**config.mk**
```make
export PLATFORM = sky130hd
export DESIGN_NAME = irq_watchdog_sleep_ctrl
export DESIGN_NICKNAME = d
export VERILOG_FILES = /design/src/rtl/irq_wdt_pkg.sv /design/src/rtl/irq_watchdog_sleep_ctrl.sv
export SDC_FILE = /design/constraint.sdc
export NUM_CORES = 1
export LEC_CHECK = 0
export ABC_AREA = 1
export BUFFER_PORTS_ARGS = -buffer_cell sky130_fd_sc_hd__buf_2
export CAP_MARGIN = 5
export CORE_ASPECT_RATIO = 2
export CORE_UTILIZATION = 50
export DETAILED_ROUTE_END_ITERATION = 8
export PLACE_DENSITY = 0.73
export SETUP_SLACK_MARGIN = 0.15
export SLEW_MARGIN = 10
export SYNTH_ARGS = -nofsm -noshare
export SYNTH_HDL_FRONTEND = slang
export SYNTH_SLANG_ARGS = --single-unit
```
**constraint.sdc**
```tcl
create_clock -name mclk_i -period 2.9 [get_ports mclk_i]
set_input_delay 0.29 -clock mclk_i [delete_from_list [all_inputs] [get_ports mclk_i]]
set_output_delay 0.29 -clock mclk_i [all_outputs]
set_load 0.03 [all_outputs]
```
**src/rtl/irq_wdt_pkg.sv**
```systemverilog
// Package with register map, field positions, timing and carrier types of the interrupt and watchdog block.
package irq_wdt_pkg;
  localparam int          ADDR_W           = 14;
  localparam logic [13:0] STATUS_OFFS      = 14'h0003;
  localparam logic [13:0] IRQ_CTRL_OFFS    = 14'h000b;
  localparam logic [13:0] OPTION_OFFS      = 14'h0081;
  localparam logic [13:0] CONFIG_OFFS      = 14'h2007;
  localparam int          FLAG_PORT_BIT    = 0;
  localparam int          FLAG_EXT_BIT     = 1;
  localparam int          FLAG_TMR_BIT     = 2;
  localparam int          EN_PORT_BIT      = 3;
  localparam int          EN_EXT_BIT       = 4;
  localparam int          EN_TMR_BIT       = 5;
  localparam int          EN_PERIPH_BIT    = 6;
  localparam int          GIE_BIT          = 7;
  localparam int          OPT_EDGE_BIT     = 6;
  localparam int          OPT_ASSIGN_BIT   = 3;
  localparam int          OPT_PS_LSB       = 0;
  localparam int          CFG_WDT_EN_BIT   = 3;
  localparam int          STAT_PD_BIT      = 3;
  localparam int          STAT_TO_BIT      = 4;
  localparam logic [7:0]  IRQ_CTRL_RESET   = 8'h00;
  localparam logic [7:0]  OPTION_RESET     = 8'hff;
  localparam logic [12:0] IRQ_VECTOR       = 13'h0004;
  localparam int          WDT_PERIOD_US    = 18000;
  localparam int          CLK_MHZ          = 50;
  localparam int          WDT_CYCLES_NOM   = WDT_PERIOD_US * CLK_MHZ;
  localparam int          WDT_CNT_W        = 20;

  typedef enum logic [1:0] {
    MODE_RUN   = 2'b00,
    MODE_SLEEP = 2'b01,
    MODE_WAKE  = 2'b11
  } mode_t;

  typedef struct packed {
    logic [ADDR_W-1:0] addr;
    logic [7:0]        wdata;
    logic              wr;
    logic              rd;
  } reg_req_t;

  typedef struct packed {
    logic sleep;
    logic watchdog_clear_instr;
    logic return_from_irq_instr;
    logic irq_take;
  } core_cmd_t;
endpackage

```
**src/rtl/irq_watchdog_sleep_ctrl.sv**
```systemverilog
// Interrupt flags, watchdog with shared prescaler, and sleep entry and wake-up control.
//
// Operation
// Timer rollover from maximum to zero sets the overflow flag, control bit 2.
// Overflow flag sets regardless of enables and stays until software clears it.
// External pin edge, rising or falling per option bit 6, sets control bit 1.
// Software masks via bit 4 and clears the flag before re-enabling.
// Enabled external edge wakes from sleep; global enable decides vectoring.
// Any change on three monitored pins sets bit 0, cleared only by software.
// Interrupt entry saves only the return address; software saves other context.
// Watchdog counts on its own time base, also during sleep.
// Timeout resets the device when awake, wakes it when asleep.
// Cleared configuration enable bit 3 disables the watchdog permanently.
// Nominal 18 ms period; prescaler assignable for division up to 1:128.
// Watchdog clear and sleep reset the counter and an assigned prescaler.
// Every watchdog timeout clears the active-low timeout status bit; the code leaves it set for a timeout in MODE_WAKE or with a watchdog clear.
// Software clears the watchdog before changing an assigned prescale value.
// Sleep clears the watchdog, clears power-down, sets timeout, stops oscillator.
// During sleep all pins hold their previous drive state.
// Reset pin resets; watchdog, pin, port change or peripheral events wake.
// Power-down bit set at power-up, cleared by sleep; timeout marks watchdog wake.
// Only conversion completion on the RC clock can wake as a peripheral.
// Sleep prefetches next instruction; wake needs the source enable only.
// Global enable clear resumes in line; set vectors to 0004h after one instruction.
// Software places a no-operation after sleep if prefetch execution is unwanted.
// Global enable bit 7 gates every unmasked interrupt onto the vector request.
// Responding clears global enable and loads the vector; return sets it again.
// External event to vector takes three or four instruction cycles.
// Assignment bit routes prescaler to watchdog when set; three bits pick ratio.
//
// Local design decision: the plain strobed port.
`timescale 1ns/1ps
module irq_watchdog_sleep_ctrl
  import irq_wdt_pkg::*;
#(
  parameter int unsigned WDT_CYCLES = irq_wdt_pkg::WDT_CYCLES_NOM
) (
  input  wire logic                    mclk_i,
  input  wire logic                    reset_i,
  input  wire irq_wdt_pkg::reg_req_t   reg_req_i,
  output logic [7:0]                   reg_rdata_o,
  input  wire irq_wdt_pkg::core_cmd_t  core_cmd_i,
  input  wire logic                    timer_rollover_i,
  input  wire logic                    ext_irq_pin_i,
  input  wire logic                    port_pin_zero_i,
  input  wire logic                    port_pin_one_i,
  input  wire logic                    port_pin_three_i,
  input  wire logic                    conversion_done_flag_i,
  input  wire logic                    conversion_irq_enable_i,
  input  wire logic                    conversion_rc_clock_i,
  input  wire logic [7:0]              config_word_i,
  output logic                         irq_req_o,
  output logic                         vector_load_o,
  output logic [12:0]                  vector_addr_o,
  output logic                         wdt_reset_o,
  output logic                         wake_o,
  output logic                         osc_stop_o,
  output logic                         pin_hold_o
);
  import irq_wdt_pkg::*;

  typedef struct packed {
    mode_t                mode;
    logic [7:0]           irq_ctrl;
    logic [7:0]           option;
    logic [7:0]           cfg;
    logic                 cfg_valid;
    logic                 to_n;
    logic                 pd_n;
    logic [WDT_CNT_W-1:0] wdt_cnt;
    logic [7:0]           psc;
    logic                 ext_prev;
    logic [2:0]           pins_prev;
    logic                 prev_valid;
    logic [7:0]           rdata;
    logic                 irq_req;
    logic                 vector_load;
    logic [12:0]          vector_addr;
    logic                 wdt_reset;
    logic                 wake;
    logic                 osc_stop;
    logic                 pin_hold;
  } state_t;

  state_t state_q;
  state_t state_d;

  function automatic logic [7:0] ratio_mask(input logic [2:0] ps);
    ratio_mask = 8'(~(8'hff << ps));
  endfunction

  function automatic logic addr_is(input logic [ADDR_W-1:0] a, input logic [ADDR_W-1:0] offs);
    addr_is = (a == offs);
  endfunction

  logic       wdt_on;
  logic       base_tick;
  logic       wdt_timeout;
  logic       ext_edge;
  logic       pin_change;
  logic       periph_wake;
  logic       wake_pending;
  logic       tmr_pending;
  logic       ext_pending;
  logic       port_pending;
  logic       periph_pending;
  logic [2:0] pins_now;


  assign pins_now = {port_pin_three_i, port_pin_one_i, port_pin_zero_i};

  always_comb begin
    state_d = state_q;
    state_d.vector_load = 1'b0;
    state_d.wdt_reset = 1'b0;
    state_d.wake = 1'b0;
    state_d.rdata = 8'h00;

    // The configuration word is caught once after reset release and never changes again.
    if (!state_q.cfg_valid) begin
      state_d.cfg = config_word_i;
      state_d.cfg_valid = 1'b1;
    end
    wdt_on = state_q.cfg_valid && state_q.cfg[CFG_WDT_EN_BIT];

    // The base count runs in every mode, so sleep never stops the watchdog.
    base_tick = wdt_on && (state_q.wdt_cnt == WDT_CNT_W'(WDT_CYCLES - 1));
    wdt_timeout = 1'b0;
    if (!wdt_on) begin
      state_d.wdt_cnt = '0;
      state_d.psc = '0;
    end else if (base_tick) begin
      state_d.wdt_cnt = '0;
      if (state_q.option[OPT_ASSIGN_BIT]) begin
        if ((state_q.psc & ratio_mask(state_q.option[OPT_PS_LSB +: 3])) ==
            ratio_mask(state_q.option[OPT_PS_LSB +: 3])) begin
          wdt_timeout = 1'b1;
          state_d.psc = '0;
        end else begin
          state_d.psc = state_q.psc + 8'h01;
        end
      end else begin
        wdt_timeout = 1'b1;
      end
    end else begin
      state_d.wdt_cnt = state_q.wdt_cnt + WDT_CNT_W'(1);
    end

    // Edge and change detectors need one sampled cycle before they may fire.
    ext_edge = 1'b0;
    if (state_q.prev_valid) begin
      if (state_q.option[OPT_EDGE_BIT]) begin
        ext_edge = ext_irq_pin_i && !state_q.ext_prev;
      end else begin
        ext_edge = !ext_irq_pin_i && state_q.ext_prev;
      end
    end
    pin_change = 1'b0;
    for (int i = 0; i < 3; i++) begin
      if (state_q.prev_valid && (pins_now[i] != state_q.pins_prev[i])) begin
        pin_change = 1'b1;
      end
    end
    state_d.ext_prev = ext_irq_pin_i;
    state_d.pins_prev = pins_now;
    state_d.prev_valid = 1'b1;

    // A software write lands first; hardware sets are ORed after it so a set wins.
    if (reg_req_i.wr) begin
      if (addr_is(reg_req_i.addr, IRQ_CTRL_OFFS)) begin
        state_d.irq_ctrl = reg_req_i.wdata;
      end else if (addr_is(reg_req_i.addr, OPTION_OFFS)) begin
        state_d.option = reg_req_i.wdata;
      end else if (addr_is(reg_req_i.addr, STATUS_OFFS)) begin
        // Status bits move only on hardware events, so software cannot fake a wake cause.
        state_d.pd_n = state_q.pd_n;
      end else if (addr_is(reg_req_i.addr, CONFIG_OFFS)) begin
        state_d.cfg = state_q.cfg;
      end
    end

    if (timer_rollover_i) begin
      state_d.irq_ctrl[FLAG_TMR_BIT] = 1'b1;
    end
    if (ext_edge) begin
      state_d.irq_ctrl[FLAG_EXT_BIT] = 1'b1;
    end
    if (pin_change) begin
      state_d.irq_ctrl[FLAG_PORT_BIT] = 1'b1;
    end

    // Only conversion completion on its own RC clock survives sleep as a peripheral source.
    periph_wake = conversion_done_flag_i && conversion_irq_enable_i &&
                  (conversion_rc_clock_i || state_q.mode == MODE_RUN);
    // The global enable is left out on purpose: wake-up needs the source enable only.
    tmr_pending = state_q.irq_ctrl[FLAG_TMR_BIT] && state_q.irq_ctrl[EN_TMR_BIT];
    ext_pending = state_q.irq_ctrl[FLAG_EXT_BIT] && state_q.irq_ctrl[EN_EXT_BIT];
    port_pending = state_q.irq_ctrl[FLAG_PORT_BIT] && state_q.irq_ctrl[EN_PORT_BIT];
    periph_pending = periph_wake && state_q.irq_ctrl[EN_PERIPH_BIT];
    wake_pending = tmr_pending || ext_pending ||
                   port_pending || periph_pending;


    case (state_q.mode)
      MODE_RUN: begin
        if (core_cmd_i.watchdog_clear_instr) begin
          state_d.wdt_cnt = '0;
          if (state_q.option[OPT_ASSIGN_BIT]) begin
            state_d.psc = '0;
          end
          state_d.to_n = 1'b1;
          state_d.pd_n = 1'b1;
        end
        if (wdt_timeout && !core_cmd_i.watchdog_clear_instr) begin
          // A timeout while awake restarts the device; status keeps the cause.
          state_d.wdt_reset = 1'b1;
          state_d.to_n = 1'b0;
          state_d.irq_ctrl = IRQ_CTRL_RESET;
          state_d.option = OPTION_RESET;
          state_d.wdt_cnt = '0;
          state_d.psc = '0;
        end else if (core_cmd_i.sleep && !wake_pending) begin
          // With an enabled source already pending, sleep completes as a no-operation.
          state_d.wdt_cnt = '0;
          if (state_q.option[OPT_ASSIGN_BIT]) begin
            state_d.psc = '0;
          end
          state_d.pd_n = 1'b0;
          state_d.to_n = 1'b1;
          state_d.osc_stop = 1'b1;
          state_d.pin_hold = 1'b1;
          state_d.mode = MODE_SLEEP;
        end
      end

      MODE_SLEEP: begin
        // A timeout is checked first so that the status shows it as the wake cause.
        if (wdt_timeout) begin
          state_d.to_n = 1'b0;
          state_d.mode = MODE_WAKE;
        end else if (ext_pending) begin
          state_d.mode = MODE_WAKE;
        end else if (port_pending) begin
          state_d.mode = MODE_WAKE;
        end else if (periph_pending) begin
          state_d.mode = MODE_WAKE;
        end else if (tmr_pending) begin
          state_d.mode = MODE_WAKE;
        end
      end

      MODE_WAKE: begin
        // Execution resumes with the prefetched instruction; vectoring follows via irq_req.
        state_d.osc_stop = 1'b0;
        state_d.pin_hold = 1'b0;
        state_d.wake = 1'b1;
        state_d.mode = MODE_RUN;
      end

      default: begin
        state_d.mode = MODE_RUN;
      end
    endcase

    if (core_cmd_i.return_from_irq_instr) begin
      state_d.irq_ctrl[GIE_BIT] = 1'b1;
    end
    if (core_cmd_i.irq_take && state_q.irq_req) begin
      // The core pushes only its return address; nothing else is saved here.
      state_d.irq_ctrl[GIE_BIT] = 1'b0;
      state_d.vector_load = 1'b1;
      state_d.vector_addr = IRQ_VECTOR;
    end

    // Registered request gives a fixed path so event to vector lands in the stated window.
    state_d.irq_req = state_d.irq_ctrl[GIE_BIT] && wake_pending &&
                      state_d.mode == MODE_RUN;

    if (reg_req_i.rd) begin
      if (addr_is(reg_req_i.addr, STATUS_OFFS)) begin
        state_d.rdata[STAT_TO_BIT] = state_q.to_n;
        state_d.rdata[STAT_PD_BIT] = state_q.pd_n;
      end else if (addr_is(reg_req_i.addr, IRQ_CTRL_OFFS)) begin
        state_d.rdata = state_q.irq_ctrl;
      end else if (addr_is(reg_req_i.addr, OPTION_OFFS)) begin
        state_d.rdata = state_q.option;
      end else if (addr_is(reg_req_i.addr, CONFIG_OFFS)) begin
        state_d.rdata = state_q.cfg;
      end else begin
        state_d.rdata = 8'h00;
      end
    end
  end

  always_ff @(posedge mclk_i or posedge reset_i) begin
    if (reset_i) begin
      // Every field is listed so that no state can come out of reset unknown.
      state_q.mode        <= MODE_RUN;
      state_q.irq_ctrl    <= IRQ_CTRL_RESET;
      state_q.option      <= OPTION_RESET;
      state_q.cfg         <= 8'h00;
      state_q.cfg_valid   <= 1'b0;
      state_q.to_n        <= 1'b1;
      state_q.pd_n        <= 1'b1;
      state_q.wdt_cnt     <= '0;
      state_q.psc         <= 8'h00;
      state_q.ext_prev    <= 1'b0;
      state_q.pins_prev   <= 3'h0;
      state_q.prev_valid  <= 1'b0;
      state_q.rdata       <= 8'h00;
      state_q.irq_req     <= 1'b0;
      state_q.vector_load <= 1'b0;
      state_q.vector_addr <= 13'h0000;
      state_q.wdt_reset   <= 1'b0;
      state_q.wake        <= 1'b0;
      state_q.osc_stop    <= 1'b0;
      state_q.pin_hold    <= 1'b0;
    end else begin
      state_q <= state_d;
    end
  end

  assign reg_rdata_o = state_q.rdata;
  assign irq_req_o = state_q.irq_req;
  assign vector_load_o = state_q.vector_load;
  assign vector_addr_o = state_q.vector_addr;
  assign wdt_reset_o = state_q.wdt_reset;
  assign wake_o = state_q.wake;
  assign osc_stop_o = state_q.osc_stop;
  assign pin_hold_o = state_q.pin_hold;
endmodule

```
==> impl_metrics.yaml, run 1 <==
die:
  die_w_um: 66.3
  core_area_mm2: 0.00794
  initial_core_util_pct: 52.1
  io_pins: 73
  dieArea_mm2: 0.00866
  placementRows: 46
  fp.dieH_um: 131
cells_and_area:
  ff_latch_area_mm2: 0.00186
  fillers: 695
  drive_gt1_share_pct: 24.8
  multiInputGateArea_mm2: 0.00184
  area_delta_synth_final_pct: 14.3
  antenna_cells: 0
  nets: 591
clock_network:
  cts_tree: "yes"
  clk_pin_slew_worst_paths_ps: 50
  clk_latency_ps: 330
  cts.path.max_buffers: 2
  clock-sinks: 74
  numCtsBuffers: 9
  post_cts_resized: 0
  hold_buffers: 0
  post_cts_buffers: 0
  clock-root-buffer: "clkbuf_16"
  h-tree-depth: 3
synthesis:
  synth_seq_cells: 74
  synth_top_area_share_pct: 38.7
  async_flop_share_pct: 100
  synth_cell_types: 49
  synth_flop_cell: "dfrtp_1"
  synth_edf_count: 0
  ys_top_cells_by_area: "dfrtp_1 (39%), nand2_1 (8.8%), dfstp_2 (6.4%)"
  yosys.area.top_type: "dfrtp_1"
  avgSynthCellArea_um2: 8.51
  ys_seq_area_share_pct: 45.1
  synth_warnings: 0
  synth_most_common_cell: "nand2_1"
  synth_common_cells: "nand2_1 (97), dfrtp_1 (64), inv_1 (62), nor2_1 (55), nand3_1 (27)"
  syn_inst: 486
  netlist_area_mm2: 0.00414
drt:
  ant_nets: 0
  viasPerCell: 5.22
  routed-wl-met3_um: 288
  vias: 3343
  wl_met1_um: 3190
  top_layer_used: "met4"
  dr.first_iter.drc_count: 102
  drc_errors: 0
  wl_per_cell_um: 14.4
  drtPass1Iterations: 4
  wl_met2_um: 5260
  finalWirelength_um: 9200
grt:
  antenna_found_initial: 0
  grt_max_degree: 75
  grt_pass1_vias: 3408
  grt_pass1_wl_um: 15200
  grt_use_total_pct: 23.7
  grt_overflow: 0
sta:
  hold_viol: 0
  rsz0062_at_grt: "false"
  setup_violations: 0
  fmax_ghz: 0.454
  fin_crit_sh_pct: 75.9
  worst_pin_slew_ps: 918
  relSlewSlack_pct: 38.8
  setup_tns_ps: 0
  fin_skew_ps: 7.51
  finalWorstSetupSlack_ps: 698
  period_needed_ps: 2200
  drv_slew: 0
power_and_ir_drop:
  leakagePower_nw: 2.33
  powerDensity_mw_per_mm2: 596
  total_power_w: 0.00282
  peakVddDrop_uv: 375
setup_path:
  startpoint: "state_q[87]$_DFF_PP0_"
  endpoint: "state_q[50]$_DFF_PP0_"
  crit_type: "flop to flop"
  crit_chain: "inv_1 -> ha_1 -> o21bai_1 -> nand3_1 -> nand2_1 -> a21oi_2 -> o21ai_2 -> buf_4 -> nor2_1"
  end_kind: "flop"
  worstPathRequired_ps: 3110
  r2r_cells: 9
  crit_arrival_ps: 2410
  slowest_stage: "dfrtp_1"
  slowest_delay_ps: 420
  r2r-end: "state_q[50]$_DFF_PP0_"
  r2r_start: "state_q[87]$_DFF_PP0_"
  startpoint_type: "flop"
  crit_fanout: 11
  reg2reg_setup_slack_ps: 700
hold_path:
  min_path_cells: 1
  hold_path.class: "input port to flop"
place:
  pre_cts_slack_ps: 717
  io_buffers: 60
  gp_congestion: 0.933
  dpl.hpwl_um: 7160
outcome:
  run_status: "complete, no violations"
job:
  drv_cap: 0
-- area by class of cell --
class	instances	area share (%)
clock buffers	13	5.71
repair buffers	62	6.67
multi-input cells	327	39.0
clock inverters	3	1.46
inverters	66	5.24
well taps	96	2.54
flip-flops and latches	74	39.4
-- cell usage in the layout (no fill, tap or decap), drive strengths merged, types with 14 or more instances in the layout --
cell / n
nor2: 63
xor2: 16
inv: 67
o21ai: 19
buf: 62
nand2: 103
nor3: 18
dfrtp: 64
nand3: 29
a21oi: 14
-- critical path, delay by kind of cell, from the launching register on --
| family | cells | cell delay [ps] |
|---|---|---|
| AOI/OAI and AO/OA | 3 | 660 |
| DFF | 1 | 420 |
| buffers and inverters | 2 | 340 |
| and+or+nand+nor | 3 | 330 |
| adders and majority gates | 1 | 320 |
-- state kept, by name (all words and copies together), names as in the netlist --
signal         count
reg_rdata_o        8
wake_o             1
osc_stop_o         1
vector_load_o      1
vector_addr_o      1
wdt_reset_o        1
irq_req_o          1
state_q           60
-- kinds of logic (layout without fill, tap and decap cells) --
group,count (synthesis),after routing,synth area share (%)
mux,8,8,2.18
fa+ha+maj,5,5,1.51
buf+inv,96,144,11.4
compound gates,55,55,8.89
other cells,2,13,0.182
flops,74,74,45.1
simple gates,230,230,27.4
xor+xnor,16,16,3.39
-- power by group --
group          internal (W)  switching, W
registers           0.00111     0.0000410
clock network      0.000826      0.000403
logic              0.000139      0.000301
total               0.00207      0.000745
-- through the flow --
| stage | util (%) | area, um^2 | std cells | hold WS, ps |
|---|---|---|---|---|
| finish | 59.5 | 4730 | 641 | 90.7 |
| global route | 59.5 | 4730 | 641 | 83.1 |
| CTS | 59.5 | 4730 | 641 | 81.5 |
| detailed placement | 55.3 | 4390 | 625 | 428 |
| global placement | 55.3 | 4390 | 625 | 426 |
| floorplan | - | 4180 | 497 | 321 |
-- routing by layer --
layer  track usage (%)  vias up
met3              5.12       35
met5                 0        -
li1                  -     1632
met4              16.6        0
met1              22.8     1575
met2              43.3      101
-- how the worst min path moves through the flow --
stage / from / endpoint / slack (ps)
2_1_floorplan: port_pin_zero_i / state_q[28]$_DFF_PP0_ / 320
3_3_place_gp: port_pin_one_i / state_q[29]$_DFF_PP0_ / 430
3_5_place_dp: port_pin_three_i / state_q[30]$_DFF_PP0_ / 430
4_1_cts: port_pin_three_i / state_q[30]$_DFF_PP0_ / 80
5_1_grt: port_pin_zero_i / state_q[28]$_DFF_PP0_ / 80
6_report: port_pin_one_i / state_q[29]$_DFF_PP0_ / 90
Power figures use the tool's default switching activity.
==> run 2: changes to the inputs <==
==> constraint.sdc (replaced) <==
create_clock -name mclk_i -period 2.3 [get_ports mclk_i]
set_input_delay 0.23 -clock mclk_i [delete_from_list [all_inputs] [get_ports mclk_i]]
set_output_delay 0.23 -clock mclk_i [all_outputs]
set_load 0.03 [all_outputs]
==> run 2 against run 1 <==
Power up 24%. Sequential power is 26% higher. Die area is the same. Via count rose by 1.5%. Fmax increased by 11%. Global-route usage increased by 0.35 points. Count of clock-buffer cells in the layout shrank 3. Critical path type unchanged. Critical endpoint unchanged.
==> impl_metrics.yaml, run 2 (synthesis results as in run 1) <==
setup_path:
  crit_fanout: 20
  crit_arrival_ps: 2200
  r2r_cells: 9
  r2r-end: "state_q[50]$_DFF_PP0_"
  crit_type: "flop to flop"
  end_kind: "flop"
  startpoint_type: "flop"
  reg2reg_setup_slack_ps: 310
  worstPathRequired_ps: 2510
  r2r_start: "state_q[87]$_DFF_PP0_"
clock_network:
  clk_pin_slew_worst_paths_ps: 60
  cts.path.max_buffers: 2
  post_cts_resized: 0
  clock-sinks: 74
  clk_latency_ps: 330
  clock-root-buffer: "clkbuf_16"
  cts_tree: "yes"
  numCtsBuffers: 9
  h-tree-depth: 3
drt:
  wl_per_cell_um: 14.7
  ant_nets: 0
  finalWirelength_um: 9460
  dr.first_iter.drc_count: 201
  viasPerCell: 5.28
  vias: 3393
  drtPass1Iterations: 4
  drc_errors: 0
hold_path:
  whs_endpoint: "state_q[29]$_DFF_PP0_"
  hold_start: "port_pin_one_i"
  min_path_cells: 1
  hold_path.class: "input port to flop"
job:
  drv_cap: 0
sta:
  fin_skew_ps: 6.00
  period_needed_ps: 1990
  setup_violations: 0
  rsz0062_at_grt: "false"
  fin_crit_sh_pct: 86.5
  hold_viol: 0
  drv_slew: 0
  setup_tns_ps: 0
  fmax_ghz: 0.502
place:
  io_buffers: 60
  dp.cells: 626
  postPlaceCellArea_mm2: 0.00441
  gp_congestion: 0.929
  dpl.hpwl_um: 7190
cells_and_area:
  finalCoreUtilization_pct: 59.7
  largest_reg_flops: 60
  fillers: 728
  final_area_mm2: 0.00474
  area_delta_synth_final_pct: 14.6
  drive_gt1_share_pct: 24.9
  antenna_cells: 0
  layout.cells.most_common: "nand2_1"
  final_cells: 643
  layout_common_cells: "nand2_1 (97), dfrtp_1 (64), inv_1 (61)"
  regMostFlops: "state_q"
  nets: 593
grt:
  grt_pass1_vias: 3491
  grt_use_total_pct: 24.1
  grt_pass1_wl_um: 15400
  grt_overflow: 0
  antenna_found_initial: 0
  grt_max_degree: 75
power_and_ir_drop:
  p_seq_share_pct: 41.3
  switchingPower_w: 0.000977
  peakVddDrop_uv: 482
  swShare_pct: 27.9
  p_comb_share_pct: 16.2
  leakagePower_nw: 2.33
  power_frac_clock_pct: 42.6
  powerDensity_mw_per_mm2: 739
  intPower_w: 0.00253
  total_power_w: 0.00350
die:
  fp.dieH_um: 131
  die_w_um: 66.3
  placementRows: 46
  dieArea_mm2: 0.00866
  io_pins: 73
  core_area_mm2: 0.00794
  initial_core_util_pct: 52.1
outcome:
  run_status: "complete, no violations"
run 2: area by class of cell:
cell class | instances | area, um^2 | share of cell area (%)
Multi-Input combinational cell | 327 | 1840 | 38.9
Clock buffer | 10 | 229 | 4.83
Timing Repair Buffer | 64 | 345 | 7.29
Clock inverter | 6 | 90.1 | 1.90
Inverter | 66 | 248 | 5.23
Sequential cell | 74 | 1860 | 39.3
Tap cell | 96 | 120 | 2.53
run 2: power groups by stage:
stage / clock, W / combinational [W] / sequential [W]
3_3_place_gp: 0 / 0.000553 / 0.00147
6_report: 0.00149 / 0.000566 / 0.00145
4_1_cts: 0.00151 / 0.000574 / 0.00145
2_1_floorplan: 0 / 0.000384 / 0.00151
3_5_place_dp: 0 / 0.000570 / 0.00147
5_1_grt: 0.00158 / 0.000630 / 0.00145
run 2: through the flow:
step,hold slack [ps],setup WS (ps)
floorplan,261,205
global placement,337,417
detailed placement,353,320
CTS,19.2,300
global route,16.8,153
finish,25.6,310
run 2: per-layer routing:
layer  up-vias  global-route usage, %  part of all wire (%)
li1       1637                      -                     -
met1      1624                   22.6                    35
met2       103                   45.6                    57
met3        29                   4.25                   3.3
met4         0                   16.0                   4.7
met5         -                      0                     0
run 2: worst max-delay path by stage:
stage	from	end	slack, ps	depth (start not counted)
after CTS	state_q[87]$_DFF_PP0_	state_q[50]$_DFF_PP0_	300	9
final	state_q[87]$_DFF_PP0_	state_q[50]$_DFF_PP0_	310	9
after global placement	state_q[87]$_DFF_PP0_	state_q[58]$_DFF_PP0_	420	9
after floorplan	reset_i	irq_req_o$_DFF_PP0_	200	1
after detailed placement	state_q[87]$_DFF_PP0_	state_q[42]$_DFF_PP0_	320	9
after global routing	state_q[87]$_DFF_PP0_	state_q[58]$_DFF_PP0_	150	9
run 2: worst max-delay path: stages, from the launching register on:
cell and delay, ps:
dfrtp_1 420, inv_1 80, ha_1 330, o21bai_1 260
nand3_1 130, nand2_1 160, a21oi_2 50, o21ai_2 100
buf_4 260, nor2_1 80
run 2: timing repair:
action | 4_1_cts | 5_1_grt
buffers inserted | 0 | 0
endpoints found under the hold margin | 12 | 0
hold buffers | 1 | 0
setup endpoints to repair | 0 | 0
